## src/hw/ascp_regs.svh

```systemverilog
`ifndef ASCP_REGS_SVH
`define ASCP_REGS_SVH
`define ASCP_OFS_CTRL_ONE 5'h00
`define ASCP_OFS_CTRL_TWO 5'h04
`define ASCP_OFS_STATUS   5'h08
`define ASCP_OFS_DATA     5'h0C
`define ASCP_OFS_RATE     5'h10
// control one fields
`define ASCP_B_LOOP  7
`define ASCP_B_MEN   6
`define ASCP_B_INV   5
`define ASCP_B_LEN9  4
`define ASCP_B_WAKE  3
`define ASCP_B_IDLE_COUNT_ORIGIN  2
`define ASCP_B_PEN   1
`define ASCP_B_ODD   0
// control two fields
`define ASCP_B_TEIE  7
`define ASCP_B_TX_DONE_IRQ_EN  6
`define ASCP_B_RFIE  5
`define ASCP_B_IDLE_IRQ_EN  4
`define ASCP_B_TE    3
`define ASCP_B_RE    2
`define ASCP_B_RWU   1
`define ASCP_B_SBK   0
`define ASCP_RST_CTRL 8'h00
`define ASCP_RST_STAT 6'h03
`define ASCP_LEN_SHORT 4'hA
`define ASCP_LEN_LONG  4'hB
`define ASCP_RESP_OK  2'h0
`define ASCP_RESP_ERR 2'h2
`endif

```

## src/hw/ascp_pkg.sv

```systemverilog
package ascp_pkg;
  typedef enum logic [1:0] {
    ASCP_RX_IDLE = 2'b01,
    ASCP_RX_BITS = 2'b10
  } ascp_rx_state_t;
endpackage

```

## src/hw/ascp_top.sv

```systemverilog
// Local design decisions: the register offsets and the AXI4-Lite interface to the registers.
`timescale 1ns/1ps
`include "ascp_regs.svh"
module ascp_top #(
  parameter int RATE_W   = 16,
  parameter int RATE_RST = 1085
) (
  input  wire logic        aclk,
  input  wire logic        aresetn,
  input  wire logic [4:0]  s_axi_awaddr,
  input  wire logic        s_axi_awvalid,
  output logic             s_axi_awready,
  input  wire logic [31:0] s_axi_wdata,
  input  wire logic [3:0]  s_axi_wstrb,
  input  wire logic        s_axi_wvalid,
  output logic             s_axi_wready,
  output logic [1:0]       s_axi_bresp,
  output logic             s_axi_bvalid,
  input  wire logic        s_axi_bready,
  input  wire logic [4:0]  s_axi_araddr,
  input  wire logic        s_axi_arvalid,
  output logic             s_axi_arready,
  output logic [31:0]      s_axi_rdata,
  output logic [1:0]       s_axi_rresp,
  output logic             s_axi_rvalid,
  input  wire logic        s_axi_rready,
  input  wire logic        port_dir_bit_five,
  input  wire logic        port_dir_bit_four,
  input  wire logic        port_out_five,
  input  wire logic        port_out_four,
  output logic             tx_pin_o,
  output logic             tx_pin_oe,
  output logic             rx_pin_o,
  output logic             rx_pin_oe,
  input  wire logic        rx_pin_i,
  output logic             tx_irq,
  output logic             rx_irq
);
  initial begin
    if (RATE_W < 4 || RATE_W > 16 || RATE_RST < 4 || RATE_RST >= (1 << RATE_W))
      $error("ascp_top: rate parameters out of range");
  end

  logic [7:0]        ctrl_one_reg;
  logic [7:0]        ctrl_two_reg;
  logic [RATE_W-1:0] rate_reg;
  logic [8:0]        tx_data_reg;
  logic [8:0]        rx_data_reg;
  logic              tx_empty_flag;
  logic              tx_done_flag;
  logic              rx_full_flag;
  logic              idle_flag;
  logic              parity_err_reg;
  logic              frame_err_reg;
  logic [4:0]        aw_addr_reg;
  logic [31:0]       w_data_reg;
  logic [1:0]        w_strb_reg;
  logic              aw_have;
  logic              w_have;

  wire module_enable      = ctrl_one_reg[`ASCP_B_MEN];
  wire loopback_sel       = ctrl_one_reg[`ASCP_B_LOOP];
  wire tx_invert          = ctrl_one_reg[`ASCP_B_INV];
  wire len_nine           = ctrl_one_reg[`ASCP_B_LEN9];
  wire wake_addr          = ctrl_one_reg[`ASCP_B_WAKE];
  wire idle_count_origin  = ctrl_one_reg[`ASCP_B_IDLE_COUNT_ORIGIN];
  wire parity_enable      = ctrl_one_reg[`ASCP_B_PEN];
  wire parity_odd_sel     = ctrl_one_reg[`ASCP_B_ODD];
  wire transmitter_enable = ctrl_two_reg[`ASCP_B_TE];
  wire receiver_enable    = ctrl_two_reg[`ASCP_B_RE];
  wire rx_standby         = ctrl_two_reg[`ASCP_B_RWU];
  wire send_break         = ctrl_two_reg[`ASCP_B_SBK];
  wire [3:0] frame_len    = len_nine ? `ASCP_LEN_LONG : `ASCP_LEN_SHORT;

  // ----------------------------------------
  // register bus
  // ----------------------------------------
  wire wr_do = aw_have && w_have && !s_axi_bvalid;
  wire rd_do = s_axi_arvalid && s_axi_arready;
  wire wr_c1 = wr_do && aw_addr_reg == `ASCP_OFS_CTRL_ONE && w_strb_reg[0];
  wire wr_c2 = wr_do && aw_addr_reg == `ASCP_OFS_CTRL_TWO && w_strb_reg[0];
  wire wr_dt = wr_do && aw_addr_reg == `ASCP_OFS_DATA;
  wire wr_rt = wr_do && aw_addr_reg == `ASCP_OFS_RATE;
  wire rd_dt = rd_do && s_axi_araddr == `ASCP_OFS_DATA;
  wire wr_ok = aw_addr_reg <= `ASCP_OFS_RATE && aw_addr_reg[1:0] == 2'h0;
  wire rd_ok = s_axi_araddr <= `ASCP_OFS_RATE && s_axi_araddr[1:0] == 2'h0;

  always_ff @(posedge aclk) begin
    if (!aresetn) begin
      s_axi_awready <= 1'b1;
      s_axi_wready  <= 1'b1;
      s_axi_bvalid  <= 1'b0;
      s_axi_bresp   <= `ASCP_RESP_OK;
      aw_have       <= 1'b0;
      w_have        <= 1'b0;
      aw_addr_reg   <= 5'h00;
      w_data_reg    <= 32'h0000_0000;
      w_strb_reg    <= 2'h0;
    end else begin
      if (s_axi_awvalid && s_axi_awready) begin
        aw_addr_reg   <= s_axi_awaddr;
        aw_have       <= 1'b1;
        s_axi_awready <= 1'b0;
      end
      if (s_axi_wvalid && s_axi_wready) begin
        w_data_reg   <= s_axi_wdata;
        w_strb_reg   <= s_axi_wstrb[1:0];
        w_have       <= 1'b1;
        s_axi_wready <= 1'b0;
      end
      if (wr_do) begin
        s_axi_bvalid <= 1'b1;
        s_axi_bresp  <= wr_ok ? `ASCP_RESP_OK : `ASCP_RESP_ERR;
        aw_have      <= 1'b0;
        w_have       <= 1'b0;
      end
      if (s_axi_bvalid && s_axi_bready) begin
        s_axi_bvalid  <= 1'b0;
        s_axi_awready <= 1'b1;
        s_axi_wready  <= 1'b1;
      end
    end
  end

  always_ff @(posedge aclk) begin
    if (!aresetn) begin
      s_axi_arready <= 1'b1;
      s_axi_rvalid  <= 1'b0;
      s_axi_rdata   <= 32'h0000_0000;
      s_axi_rresp   <= `ASCP_RESP_OK;
    end else if (rd_do) begin
      s_axi_arready <= 1'b0;
      s_axi_rvalid  <= 1'b1;
      s_axi_rresp   <= rd_ok ? `ASCP_RESP_OK : `ASCP_RESP_ERR;
      if (s_axi_araddr == `ASCP_OFS_CTRL_ONE)
        s_axi_rdata <= {24'h000000, ctrl_one_reg};
      else if (s_axi_araddr == `ASCP_OFS_CTRL_TWO)
        s_axi_rdata <= {24'h000000, ctrl_two_reg};
      else if (s_axi_araddr == `ASCP_OFS_STATUS)
        s_axi_rdata <= {26'h0000000, frame_err_reg, parity_err_reg, idle_flag,
                        rx_full_flag, tx_done_flag, tx_empty_flag};
      else if (s_axi_araddr == `ASCP_OFS_DATA)
        s_axi_rdata <= {23'h000000, rx_data_reg};
      else if (s_axi_araddr == `ASCP_OFS_RATE)
        s_axi_rdata <= {{(32-RATE_W){1'b0}}, rate_reg};
      else
        s_axi_rdata <= 32'h0000_0000;
    end else if (s_axi_rvalid && s_axi_rready) begin
      s_axi_rvalid  <= 1'b0;
      s_axi_arready <= 1'b1;
    end
  end

  // ----------------------------------------
  // control registers
  // ----------------------------------------
  logic rx_wake;
  always_ff @(posedge aclk) begin
    if (!aresetn) begin
      ctrl_one_reg <= `ASCP_RST_CTRL;
      ctrl_two_reg <= `ASCP_RST_CTRL;
    end else begin
      if (wr_c1)
        ctrl_one_reg <= w_data_reg[7:0];
      if (wr_c2) begin
        ctrl_two_reg <= w_data_reg[7:0];
        if (!module_enable) begin
          ctrl_two_reg[`ASCP_B_TE] <= ctrl_two_reg[`ASCP_B_TE];
          ctrl_two_reg[`ASCP_B_RE] <= ctrl_two_reg[`ASCP_B_RE];
        end
      end else if (rx_wake) begin
        ctrl_two_reg[`ASCP_B_RWU] <= 1'b0;
      end
    end
  end

  always_ff @(posedge aclk) begin
    if (!aresetn) begin
      rate_reg    <= RATE_W'(RATE_RST);
      tx_data_reg <= 9'h000;
    end else begin
      if (wr_rt)
        rate_reg <= w_data_reg[RATE_W-1:0];
      if (wr_dt)
        tx_data_reg <= w_data_reg[8:0];
    end
  end

  // ----------------------------------------
  // transmitter
  // ----------------------------------------
  logic [RATE_W-1:0] baud_cnt;
  logic              baud_tick;
  logic [10:0]       tx_sh;
  logic [3:0]        tx_left;
  logic              te_prev;
  logic              pre_pend;
  logic              gap_pend;
  logic              last_break;

  always_ff @(posedge aclk) begin
    if (!aresetn || !module_enable) begin
      baud_cnt  <= '0;
      baud_tick <= 1'b0;
    end else begin
      baud_tick <= baud_cnt == rate_reg;
      baud_cnt  <= baud_cnt == rate_reg ? '0 : baud_cnt + 1'b1;
    end
  end

  wire       tx_busy   = tx_left != 4'h0;
  wire       tx_line   = tx_busy ? tx_sh[0] : 1'b1;
  wire       tx_load   = baud_tick && (tx_left == 4'h1 || !tx_busy) && transmitter_enable;
  wire       par_bit   = (len_nine ? ^tx_data_reg[7:0] : ^tx_data_reg[6:0]) ^ parity_odd_sel;
  wire [8:0] tx_char   = len_nine ?
                         {parity_enable ? par_bit : tx_data_reg[8], tx_data_reg[7:0]} :
                         {1'b1, parity_enable ? par_bit : tx_data_reg[7], tx_data_reg[6:0]};
  wire       pick_pre  = pre_pend;
  wire       pick_brk  = !pre_pend && send_break;
  // the load that ends a break takes the gap, or waiting data would follow with no one
  wire       pick_gap  = !pre_pend && !send_break && (gap_pend || last_break);
  wire       pick_dat  = !pre_pend && !send_break && !gap_pend && !last_break && !tx_empty_flag;

  always_ff @(posedge aclk) begin
    if (!aresetn) begin
      tx_sh      <= 11'h7FF;
      tx_left    <= 4'h0;
      te_prev    <= 1'b0;
      pre_pend   <= 1'b0;
      gap_pend   <= 1'b0;
      last_break <= 1'b0;
    end else begin
      te_prev <= transmitter_enable;
      if (transmitter_enable && !te_prev)
        pre_pend <= 1'b1;
      if (!module_enable) begin
        tx_left  <= 4'h0;
        pre_pend <= 1'b0;
        gap_pend <= 1'b0;
      end else if (tx_load) begin
        if (pick_pre) begin
          tx_sh    <= 11'h7FF;
          tx_left  <= frame_len;
          pre_pend <= 1'b0;
        end else if (pick_brk) begin
          tx_sh      <= 11'h000;
          tx_left    <= frame_len;
          last_break <= 1'b1;
        end else if (pick_gap) begin
          tx_sh    <= 11'h7FF;
          tx_left  <= 4'h1;
          gap_pend <= 1'b0;
        end else if (pick_dat) begin
          tx_sh   <= {1'b1, tx_char, 1'b0};
          tx_left <= frame_len;
        end else begin
          tx_left <= 4'h0;
        end
        if (!pick_brk && last_break) begin
          last_break <= 1'b0;
        end
      end else if (baud_tick && tx_busy) begin
        // frame runs out even when disabled
        tx_sh   <= {1'b1, tx_sh[10:1]};
        tx_left <= tx_left - 4'h1;
      end
      if (module_enable && !tx_load && last_break && !send_break && !tx_busy)
        gap_pend <= 1'b1;
    end
  end

  always_ff @(posedge aclk) begin
    if (!aresetn || !module_enable)
      tx_empty_flag <= 1'b1;
    else if (tx_load && pick_dat)
      tx_empty_flag <= 1'b1;
    else if (wr_dt)
      tx_empty_flag <= 1'b0;
  end

  always_ff @(posedge aclk) begin
    if (!aresetn || !module_enable)
      tx_done_flag <= 1'b1;
    else
      tx_done_flag <= tx_empty_flag && !wr_dt && !tx_busy && !pre_pend && !gap_pend &&
                      !(transmitter_enable && send_break) && !tx_load;
  end

  // ----------------------------------------
  // pins
  // ----------------------------------------
  always_ff @(posedge aclk) begin
    if (!aresetn) begin
      tx_pin_o  <= 1'b0;
      tx_pin_oe <= 1'b0;
      rx_pin_o  <= 1'b0;
      rx_pin_oe <= 1'b0;
    end else begin
      tx_pin_oe <= module_enable | port_dir_bit_five;
      tx_pin_o  <= module_enable ? tx_line ^ tx_invert : port_out_five;
      rx_pin_oe <= !module_enable && port_dir_bit_four;
      rx_pin_o  <= port_out_four;
    end
  end

  // ----------------------------------------
  // receiver
  // ----------------------------------------
  ascp_pkg::ascp_rx_state_t rx_state;
  logic [RATE_W-1:0] rx_cnt;
  logic [3:0]        rx_nbit;
  logic [10:0]       rx_sh;
  logic [3:0]        ones_cnt;
  logic              idle_armed;
  logic              rx_got;
  logic              rx_src_msb_q;

  wire       rx_on   = module_enable && receiver_enable;
  wire       rx_src  = loopback_sel ? tx_line : rx_pin_i;
  wire       rx_smp  = rx_cnt == '0;
  wire [8:0] rx_char = len_nine ? rx_sh[9:1] : {1'b0, rx_sh[8:1]};
  wire       rx_msb  = len_nine ? rx_sh[9] : rx_sh[8];
  wire       rx_stop = len_nine ? rx_sh[10] : rx_sh[9];
  wire       rx_par  = (len_nine ? ^rx_sh[9:1] : ^rx_sh[8:1]) ^ parity_odd_sel;
  // whole frame sits in the shifter the cycle after its stop sample
  wire       rx_end  = rx_got;
  wire       idle_ev = rx_smp && rx_src && ones_cnt == frame_len - 4'h1;
  assign     rx_wake = rx_standby && (wake_addr ? rx_end && rx_msb : idle_ev);

  always_ff @(posedge aclk) begin
    if (!aresetn || !rx_on) begin
      rx_state <= ascp_pkg::ASCP_RX_IDLE;
      rx_cnt   <= '0;
      rx_nbit  <= 4'h0;
      rx_sh    <= 11'h7FF;
      ones_cnt <= 4'h0;
    end else begin
      rx_cnt <= rx_smp ? rate_reg : rx_cnt - 1'b1;
      case (rx_state)
        ascp_pkg::ASCP_RX_IDLE: begin
          if (!rx_src) begin
            rx_state <= ascp_pkg::ASCP_RX_BITS;
            rx_cnt   <= rate_reg >> 1;
            rx_nbit  <= 4'h0;
          end else if (rx_smp && ones_cnt != frame_len) begin
            ones_cnt <= ones_cnt + 4'h1;
          end
        end
        ascp_pkg::ASCP_RX_BITS: begin
          if (rx_smp) begin
            rx_sh[rx_nbit] <= rx_src;
            rx_nbit        <= rx_nbit + 4'h1;
            if (rx_nbit == 4'h0 || !rx_src || idle_count_origin)
              ones_cnt <= 4'h0;
            else if (ones_cnt != frame_len)
              ones_cnt <= ones_cnt + 4'h1;
            if (rx_nbit == 4'h0 && rx_src)
              rx_state <= ascp_pkg::ASCP_RX_IDLE;
            if (rx_nbit == frame_len - 4'h1)
              rx_state <= ascp_pkg::ASCP_RX_IDLE;
          end
        end
        default: rx_state <= ascp_pkg::ASCP_RX_IDLE;
      endcase
    end
  end

  always_ff @(posedge aclk) begin
    rx_got <= aresetn && rx_on && rx_state == ascp_pkg::ASCP_RX_BITS && rx_smp &&
              rx_nbit == frame_len - 4'h1 && (!rx_standby || wake_addr && rx_src_msb_q);
  end
  always_ff @(posedge aclk) begin
    if (!aresetn)
      rx_src_msb_q <= 1'b0;
    else if (rx_smp && rx_nbit == frame_len - 4'h2)
      rx_src_msb_q <= rx_src;
  end

  // flags: a set in the same cycle as the data read wins
  always_ff @(posedge aclk) begin
    if (!aresetn) begin
      rx_full_flag   <= 1'b0;
      idle_flag      <= 1'b0;
      parity_err_reg <= 1'b0;
      frame_err_reg  <= 1'b0;
      idle_armed     <= 1'b0;
      rx_data_reg    <= 9'h000;
    end else if (rx_got) begin
      rx_full_flag   <= 1'b1;
      idle_armed     <= 1'b1;
      rx_data_reg    <= rx_char;
      parity_err_reg <= parity_enable && rx_par;
      frame_err_reg  <= !rx_stop;
    end else if (idle_ev && rx_on && !rx_standby && idle_armed) begin
      idle_flag  <= 1'b1;
      idle_armed <= 1'b0;
    end else if (rd_dt) begin
      rx_full_flag   <= 1'b0;
      idle_flag      <= 1'b0;
      parity_err_reg <= 1'b0;
      frame_err_reg  <= 1'b0;
    end
  end

  // ----------------------------------------
  // interrupt requests
  // ----------------------------------------
  always_ff @(posedge aclk) begin
    if (!aresetn) begin
      tx_irq <= 1'b0;
      rx_irq <= 1'b0;
    end else begin
      tx_irq <= module_enable &&
                (ctrl_two_reg[`ASCP_B_TEIE] && tx_empty_flag ||
                 ctrl_two_reg[`ASCP_B_TX_DONE_IRQ_EN] && tx_done_flag);
      rx_irq <= !rx_standby &&
                (ctrl_two_reg[`ASCP_B_RFIE] && rx_full_flag ||
                 ctrl_two_reg[`ASCP_B_IDLE_IRQ_EN] && idle_flag);
    end
  end

  // a queued preamble waits out at most one frame in progress: eleven ticks
  logic [3:0] pre_ticks;
  always_ff @(posedge aclk) begin
    if (!aresetn || !pre_pend || !transmitter_enable || !module_enable)
      pre_ticks <= 4'h0;
    else if (baud_tick && pre_ticks != 4'hF)
      pre_ticks <= pre_ticks + 4'h1;
  end
endmodule

```

## config.mk

```make
export PLATFORM = sky130hd
export DESIGN_NAME = ascp_top
export DESIGN_NICKNAME = d
export VERILOG_FILES = /design/src/hw/ascp_pkg.sv /design/src/hw/ascp_top.sv
export VERILOG_INCLUDE_DIRS = /design/src /design/src/hw
export SDC_FILE = /design/constraint.sdc
export NUM_CORES = 1
export LEC_CHECK = 0
export ABC_CLOCK_PERIOD_IN_PS = 2000
export BUFFER_PORTS_ARGS = -buffer_cell sky130_fd_sc_hd__buf_4
export CORE_MARGIN = 3
export CORE_UTILIZATION = 49
export CTS_CLUSTER_DIAMETER = 60
export DETAILED_ROUTE_END_ITERATION = 8
export PLACE_DENSITY_LB_ADDON = 0.12
export SYNTH_ARGS = -nofsm -noshare
export SYNTH_HDL_FRONTEND = slang
export SYNTH_SLANG_ARGS = --single-unit
```

## constraint.sdc

```tcl
create_clock -name aclk -period 2 [get_ports aclk]
set_input_delay 0.1 -clock aclk [delete_from_list [all_inputs] [get_ports aclk]]
set_output_delay 0.1 -clock aclk [all_outputs]
set_load 0.005 [all_outputs]
```

Word level (Yosys, flattened, before mapping) --
Index checks and enable logic that the tools add are counted.
Word-level totals: register bits 203, bits in latches 0, memory bits (writable) 0, ROM bits 0, input bits 58, output and inout port bits 47, logic and storage cells 297, memories 0
Operators by class: $add $sub $neg 7, multipliers 0, div/mod/pow operators 0, order comparisons 4, eq/ne operators 28, shift operators 0, multiplexer cells 78, bitwise logic cells 6, reductions and logical operators 126
Operator list (count):
- 16-bit two-way mux | 8
- 11-bit two-way mux | 6
- 1-bit logical AND | 65
- 4-bit two-way mux | 13
- 1-bit two-way mux | 38
- 1-bit logical NOT | 18
- 9-bit two-way mux | 2
- 16-bit by 1-bit adder with 16-bit output (second input constant) | 1
- 16-bit == test | 1
- 16-bit logical NOT | 1
- 4-bit case mux with 2 select lines | 2
- 2-bit nonzero test | 8
- 8-bit parity | 2
- 16-bit by 1-bit subtractor with 16-bit output (second input constant) | 1
- 5-bit by 4-bit == test with 1-bit output (second input constant) | 3
- 4-bit == test | 3
- 2-bit two-way mux | 6
- 11-bit bitwise mux | 1
- 5-bit by 3-bit == test with 1-bit output (second input constant) | 2
- 5-bit == test (second input constant) | 2
- 5-bit <= comparator (second input constant) | 2
- 5-bit logical NOT | 2
- 2-bit inequality test (second input constant) | 5
- 2-bit AND reduction | 5
- other kinds (29) | 52

Logic depth before layout (Yosys ltp) --
word-level depth 12, depth in mapped cells 9, depth with buffers taken out 8

Worst setup path before layout --
No wires, ideal clock.
kind register to register, start point register tx_left[0], end point register last_break, library setup time 115 ps, data arrival time 1981 ps, required time 1885 ps, setup slack -95 ps, cell stages (with the launch flop) 10, path buffers 1, period minus slack after synthesis 2095 ps, cell sequence dfxtp_1 -> inv_1 -> ha_1 -> or3b_2 -> nand2_1 -> nand2_1 -> o311ai_1 -> clkbuf_1 -> nor3_1 -> o21a_1
Between the ends: word-level cells in the longest chain between the ends 6, elaborated cells on any way between the ends 7, classes of those cells eq/ne: 1; reduce/logical: 6
Ends and longest elaborated chain:
- start: declaration | RTL line ascp_top.sv:195 | logic [3:0] tx_left;
- start signal: assignment | RTL line ascp_top.sv:243 | tx_left <= frame_len;
- start signal: assignment | RTL line ascp_top.sv:247 | tx_left <= frame_len;
- start signal: assignment | RTL line ascp_top.sv:255 | tx_left <= frame_len;
- 4-bit nonzero test | RTL line ascp_top.sv:211 | wire tx_busy = tx_left != 4'h0;
- 1-bit logical NOT | RTL line ascp_top.sv:213 | wire tx_load = baud_tick && (tx_left == 4'h1 || !tx_busy) && transmitter_enable;
- 1-bit logical OR (*) | RTL line ascp_top.sv:213
- 1-bit logical AND (*) (2 in a row) | RTL line ascp_top.sv:213
- 4-bit AND reduction (no source line) (*)
- end signal: assignment | RTL line ascp_top.sv:231 | last_break <= 1'b0;
- end signal: assignment | RTL line ascp_top.sv:248 | last_break <= 1'b1;
- end signal: assignment | RTL line ascp_top.sv:260 | last_break <= 1'b0;
- end: declaration | RTL line ascp_top.sv:199 | logic last_break;
Mark *: on every way between the ends. The rest lies on a longest branch, timed or not. A chain may end at the register's enable or synchronous reset.

Worst setup path after layout --
start point register rx_cnt[7], end point register rx_sh[10]
Between the ends: word-level cells in the longest chain between the ends 2
Ends and longest elaborated chain:
- start: declaration | RTL line ascp_top.sv:310 | logic [RATE_W-1:0] rx_cnt;
- start signal: assignment | RTL line ascp_top.sv:338 | rx_cnt <= rx_smp ? rate_reg : rx_cnt - 1'b1;
- start signal: assignment | RTL line ascp_top.sv:343 | rx_cnt <= rate_reg >> 1;
- 16-bit logical NOT | RTL line ascp_top.sv:320 | wire rx_smp = rx_cnt == '0;
- 2-bit AND reduction (no source line)
- end signal: indexed assignment | RTL line ascp_top.sv:351 | rx_sh[rx_nbit] <= rx_src;
- end: declaration | RTL line ascp_top.sv:312 | logic [10:0] rx_sh;
No other way between the ends.

==> metrics.cfg <==
[logic_synthesis]
synthTopCellsByCount = dfxtp_1 (184), nand2_1 (173), nor2_1 (108)
synthCells = 1031
synthArstFlopShare = 0
synth-seq-cells = 184
synth_area_um2 = 8520
synth_area_leader_cell = dfxtp_1
ys_types = 73
synth_most_common_cell = dfxtp_1
synth_edf_count = 0
synth_top_area_frac = 0.432
synthTopCellsByArea = dfxtp_1 (43%), nand2_1 (7.6%), a21oi_1 (5.8%), nor2_1 (4.8%), mux2i_1 (4.0%)
ys_seq_area_frac = 0.432
synth_ff_type = dfxtp_1
yosysWarnings = 0
synth_area_per_cell_um2 = 8.26

[finish]
fin_nets = 1254
multiInputGateArea_um2 = 4640
fillCellCount = 1510
drive_gt1_frac = 0.197
ff_latch_area_um2 = 3690
syn_to_final_growth_pct = 28.1
n_antenna_cell = 0

[placement]
hpwl_mm = 16.2
numPortBuffers = 67
gp_congestion = 0.862
place_ws_ps = -170

[worst_setup_path]
critPathLaunch = rx_cnt[7]
critPathLaunchType = flip-flop
rr_startpoint = rx_cnt[7]
crit_required_ps = 2320
criticalPathCategory = flip-flop to flip-flop
critPathCaptureType = flip-flop
arrival_ps = 2340
crit_fanout = 6

[timing]
setup_viol = 4
finalCritPeriodShare = 1.01
fmax_ghz = 0.496
min_period_ps = 2020
finalHoldViolations = 0
rsz0062_at_grt = true
layout_setup_ws_ps = -16.4
timing.slew.headroom = 0.609
worst-slew-pin-transition_ps = 585
drv_slew = 0
finClkSkew_ps = 9.61

[global_routing]
gr-usage-met1 = 0.336
grt_pass1_wl_mm = 36.7
grt_use_met2 = 0.396
top_usage_layer = met2
grt_max_degree = 49
grt_antenna_before_repair = 0
use_met3 = 0.0396
grt_pass1_vias = 7191
gr-total-overflow = 0
grt_usage = 0.246

[floorplanning]
dieArea_um2 = 19000
die_w_um = 138
chipHeight_um = 138
initial_utilization = 0.507
ioPinCount = 105
core_area_um2 = 16800
rows = 47

[detailed_routing]
postRouteAntennaNets = 0
via_per_inst = 5.47
detail_route.iter0.violations = 505
vias = 7762
dr.pass1.iters = 5
routed_wl_mm = 23.4
drc = 0
wl_per_cell_um = 16.5

[pwr]
power_mw = 7.70
leakage_nw = 4.47
p_per_area_nw_per_um2 = 706
ir_drop_mv = 0.675

[cts]
cts_tree = done
root_buffer = clkbuf_16
clock_latency_ps = 440
clkTransAtPathRegs_ps = 70
cts_max_level = 4
cts_buffer_depth = 2
numClockSinks = 184
numCtsBuffers = 17

[run_status]
failed_checks = negative setup slack
outcome = complete, but fails checks

[run]
max_cap_viol_count = 0

[worst_hold_path]
hold_class = input pin to flip-flop
min_from = aresetn

cells in the final DEF, fill, tap and decap left out, types with 6 or more instances in the layout:
cell	netlist	layout
o21ai_0	38	37
o211ai_1	32	32
ha_1	9	8
buf_12	0	7
dlygate4sd3_1	0	35
a21oi_1	98	96
conb_1	1	18
nor2b_1	9	9
clkbuf_16	0	18
and3_1	6	6
nor4_1	7	6
nor2_1	108	106
nand2b_1	9	8
or3_1	7	7
a221oi_1	6	6
dfxtp_1	184	180
mux2i_1	34	34
nor3_1	18	14
buf_4	19	149
nand3_1	44	42
inv_1	16	14
nand4_1	9	9
nand2_1	173	172
xor2_1	37	37
xnor2_1	26	26
what timing repair did:
action	CTS	global route
hold buffers	35	0
gates resized for setup	15	22
setup endpoints to repair	25	31
endpoints found under the hold margin	33	0
gates cloned	0	1
pin swaps	5	7
buffers inserted	4	7
critical path, stage by stage (launching register included):
cell and delay, ps:
dfxtp_2 340, nor4_4 350, nand4b_2 180, or3_4 390, nor3_4 220, a21boi_1 110
a311o_1 320
per-stage QoR:
stage	instance area [um2]	util	instances	TNS, ps	hold WS [ps]
global route	10900	0.649	1420	-896	18.4
CTS	10700	0.639	1412	-14.5	6.39
floorplan	8600	-	1048	-26.6	200
detailed placement	9710	0.577	1341	-1720	305
finish	10900	0.649	1420	-37.5	12.7
global placement	9710	0.577	1341	-387	299
power breakdown:
group | switching (mW) | total, mW | internal, mW
clock | 1.55 | 3.46 | 1.91
sequential | 0.0520 | 3.77 | 3.72
combinational | 0.242 | 0.470 | 0.228
total | 1.84 | 7.70 | 5.86
metal layers:
| layer | up-vias | part of all wire |
|---|---|---|
| li1 | 3867 | - |
| met1 | 3646 | 0.46 |
| met2 | 218 | 0.46 |
| met3 | 31 | 0.052 |
| met4 | 0 | 0.021 |
| met5 | - | 0 |
cells by family (layout without fill, tap and decap cells):
kind of cell	after synthesis	in the layout	synth area share
and+or+nand+nor	427	427	0.236
AOI/OAI and AO/OA	220	220	0.159
DFF	184	184	0.432
buffers and inverters	90	242	0.0485
xor gates and xnor gates	64	64	0.0676
muxes	36	36	0.0426
adders and majority gates	9	9	0.0132
other	1	18	0.000440
worst paths after layout:
| kind | endpoint | slack [ps] | cells past startpoint |
|---|---|---|---|
| setup / recovery | rx_sh[10] | -20 | 6 |
| hold / removal | rate_reg[3] | 10 | 2 |
| setup reg to reg | rx_sh[10] | -20 | 6 |
| hold reg to reg | s_axi_rdata[9] | 450 | 2 |
layout make-up:
cell class / count / area share
Clock buffer: 19 / 0.0406
Tap cell: 220 / 0.0252
Timing Repair Buffer: 193 / 0.151
Clock inverter: 13 / 0.0143
Inverter: 17 / 0.00585
Sequential cell: 184 / 0.338
Multi-Input combinational cell: 774 / 0.425
(Power assumes the default switching activity.)
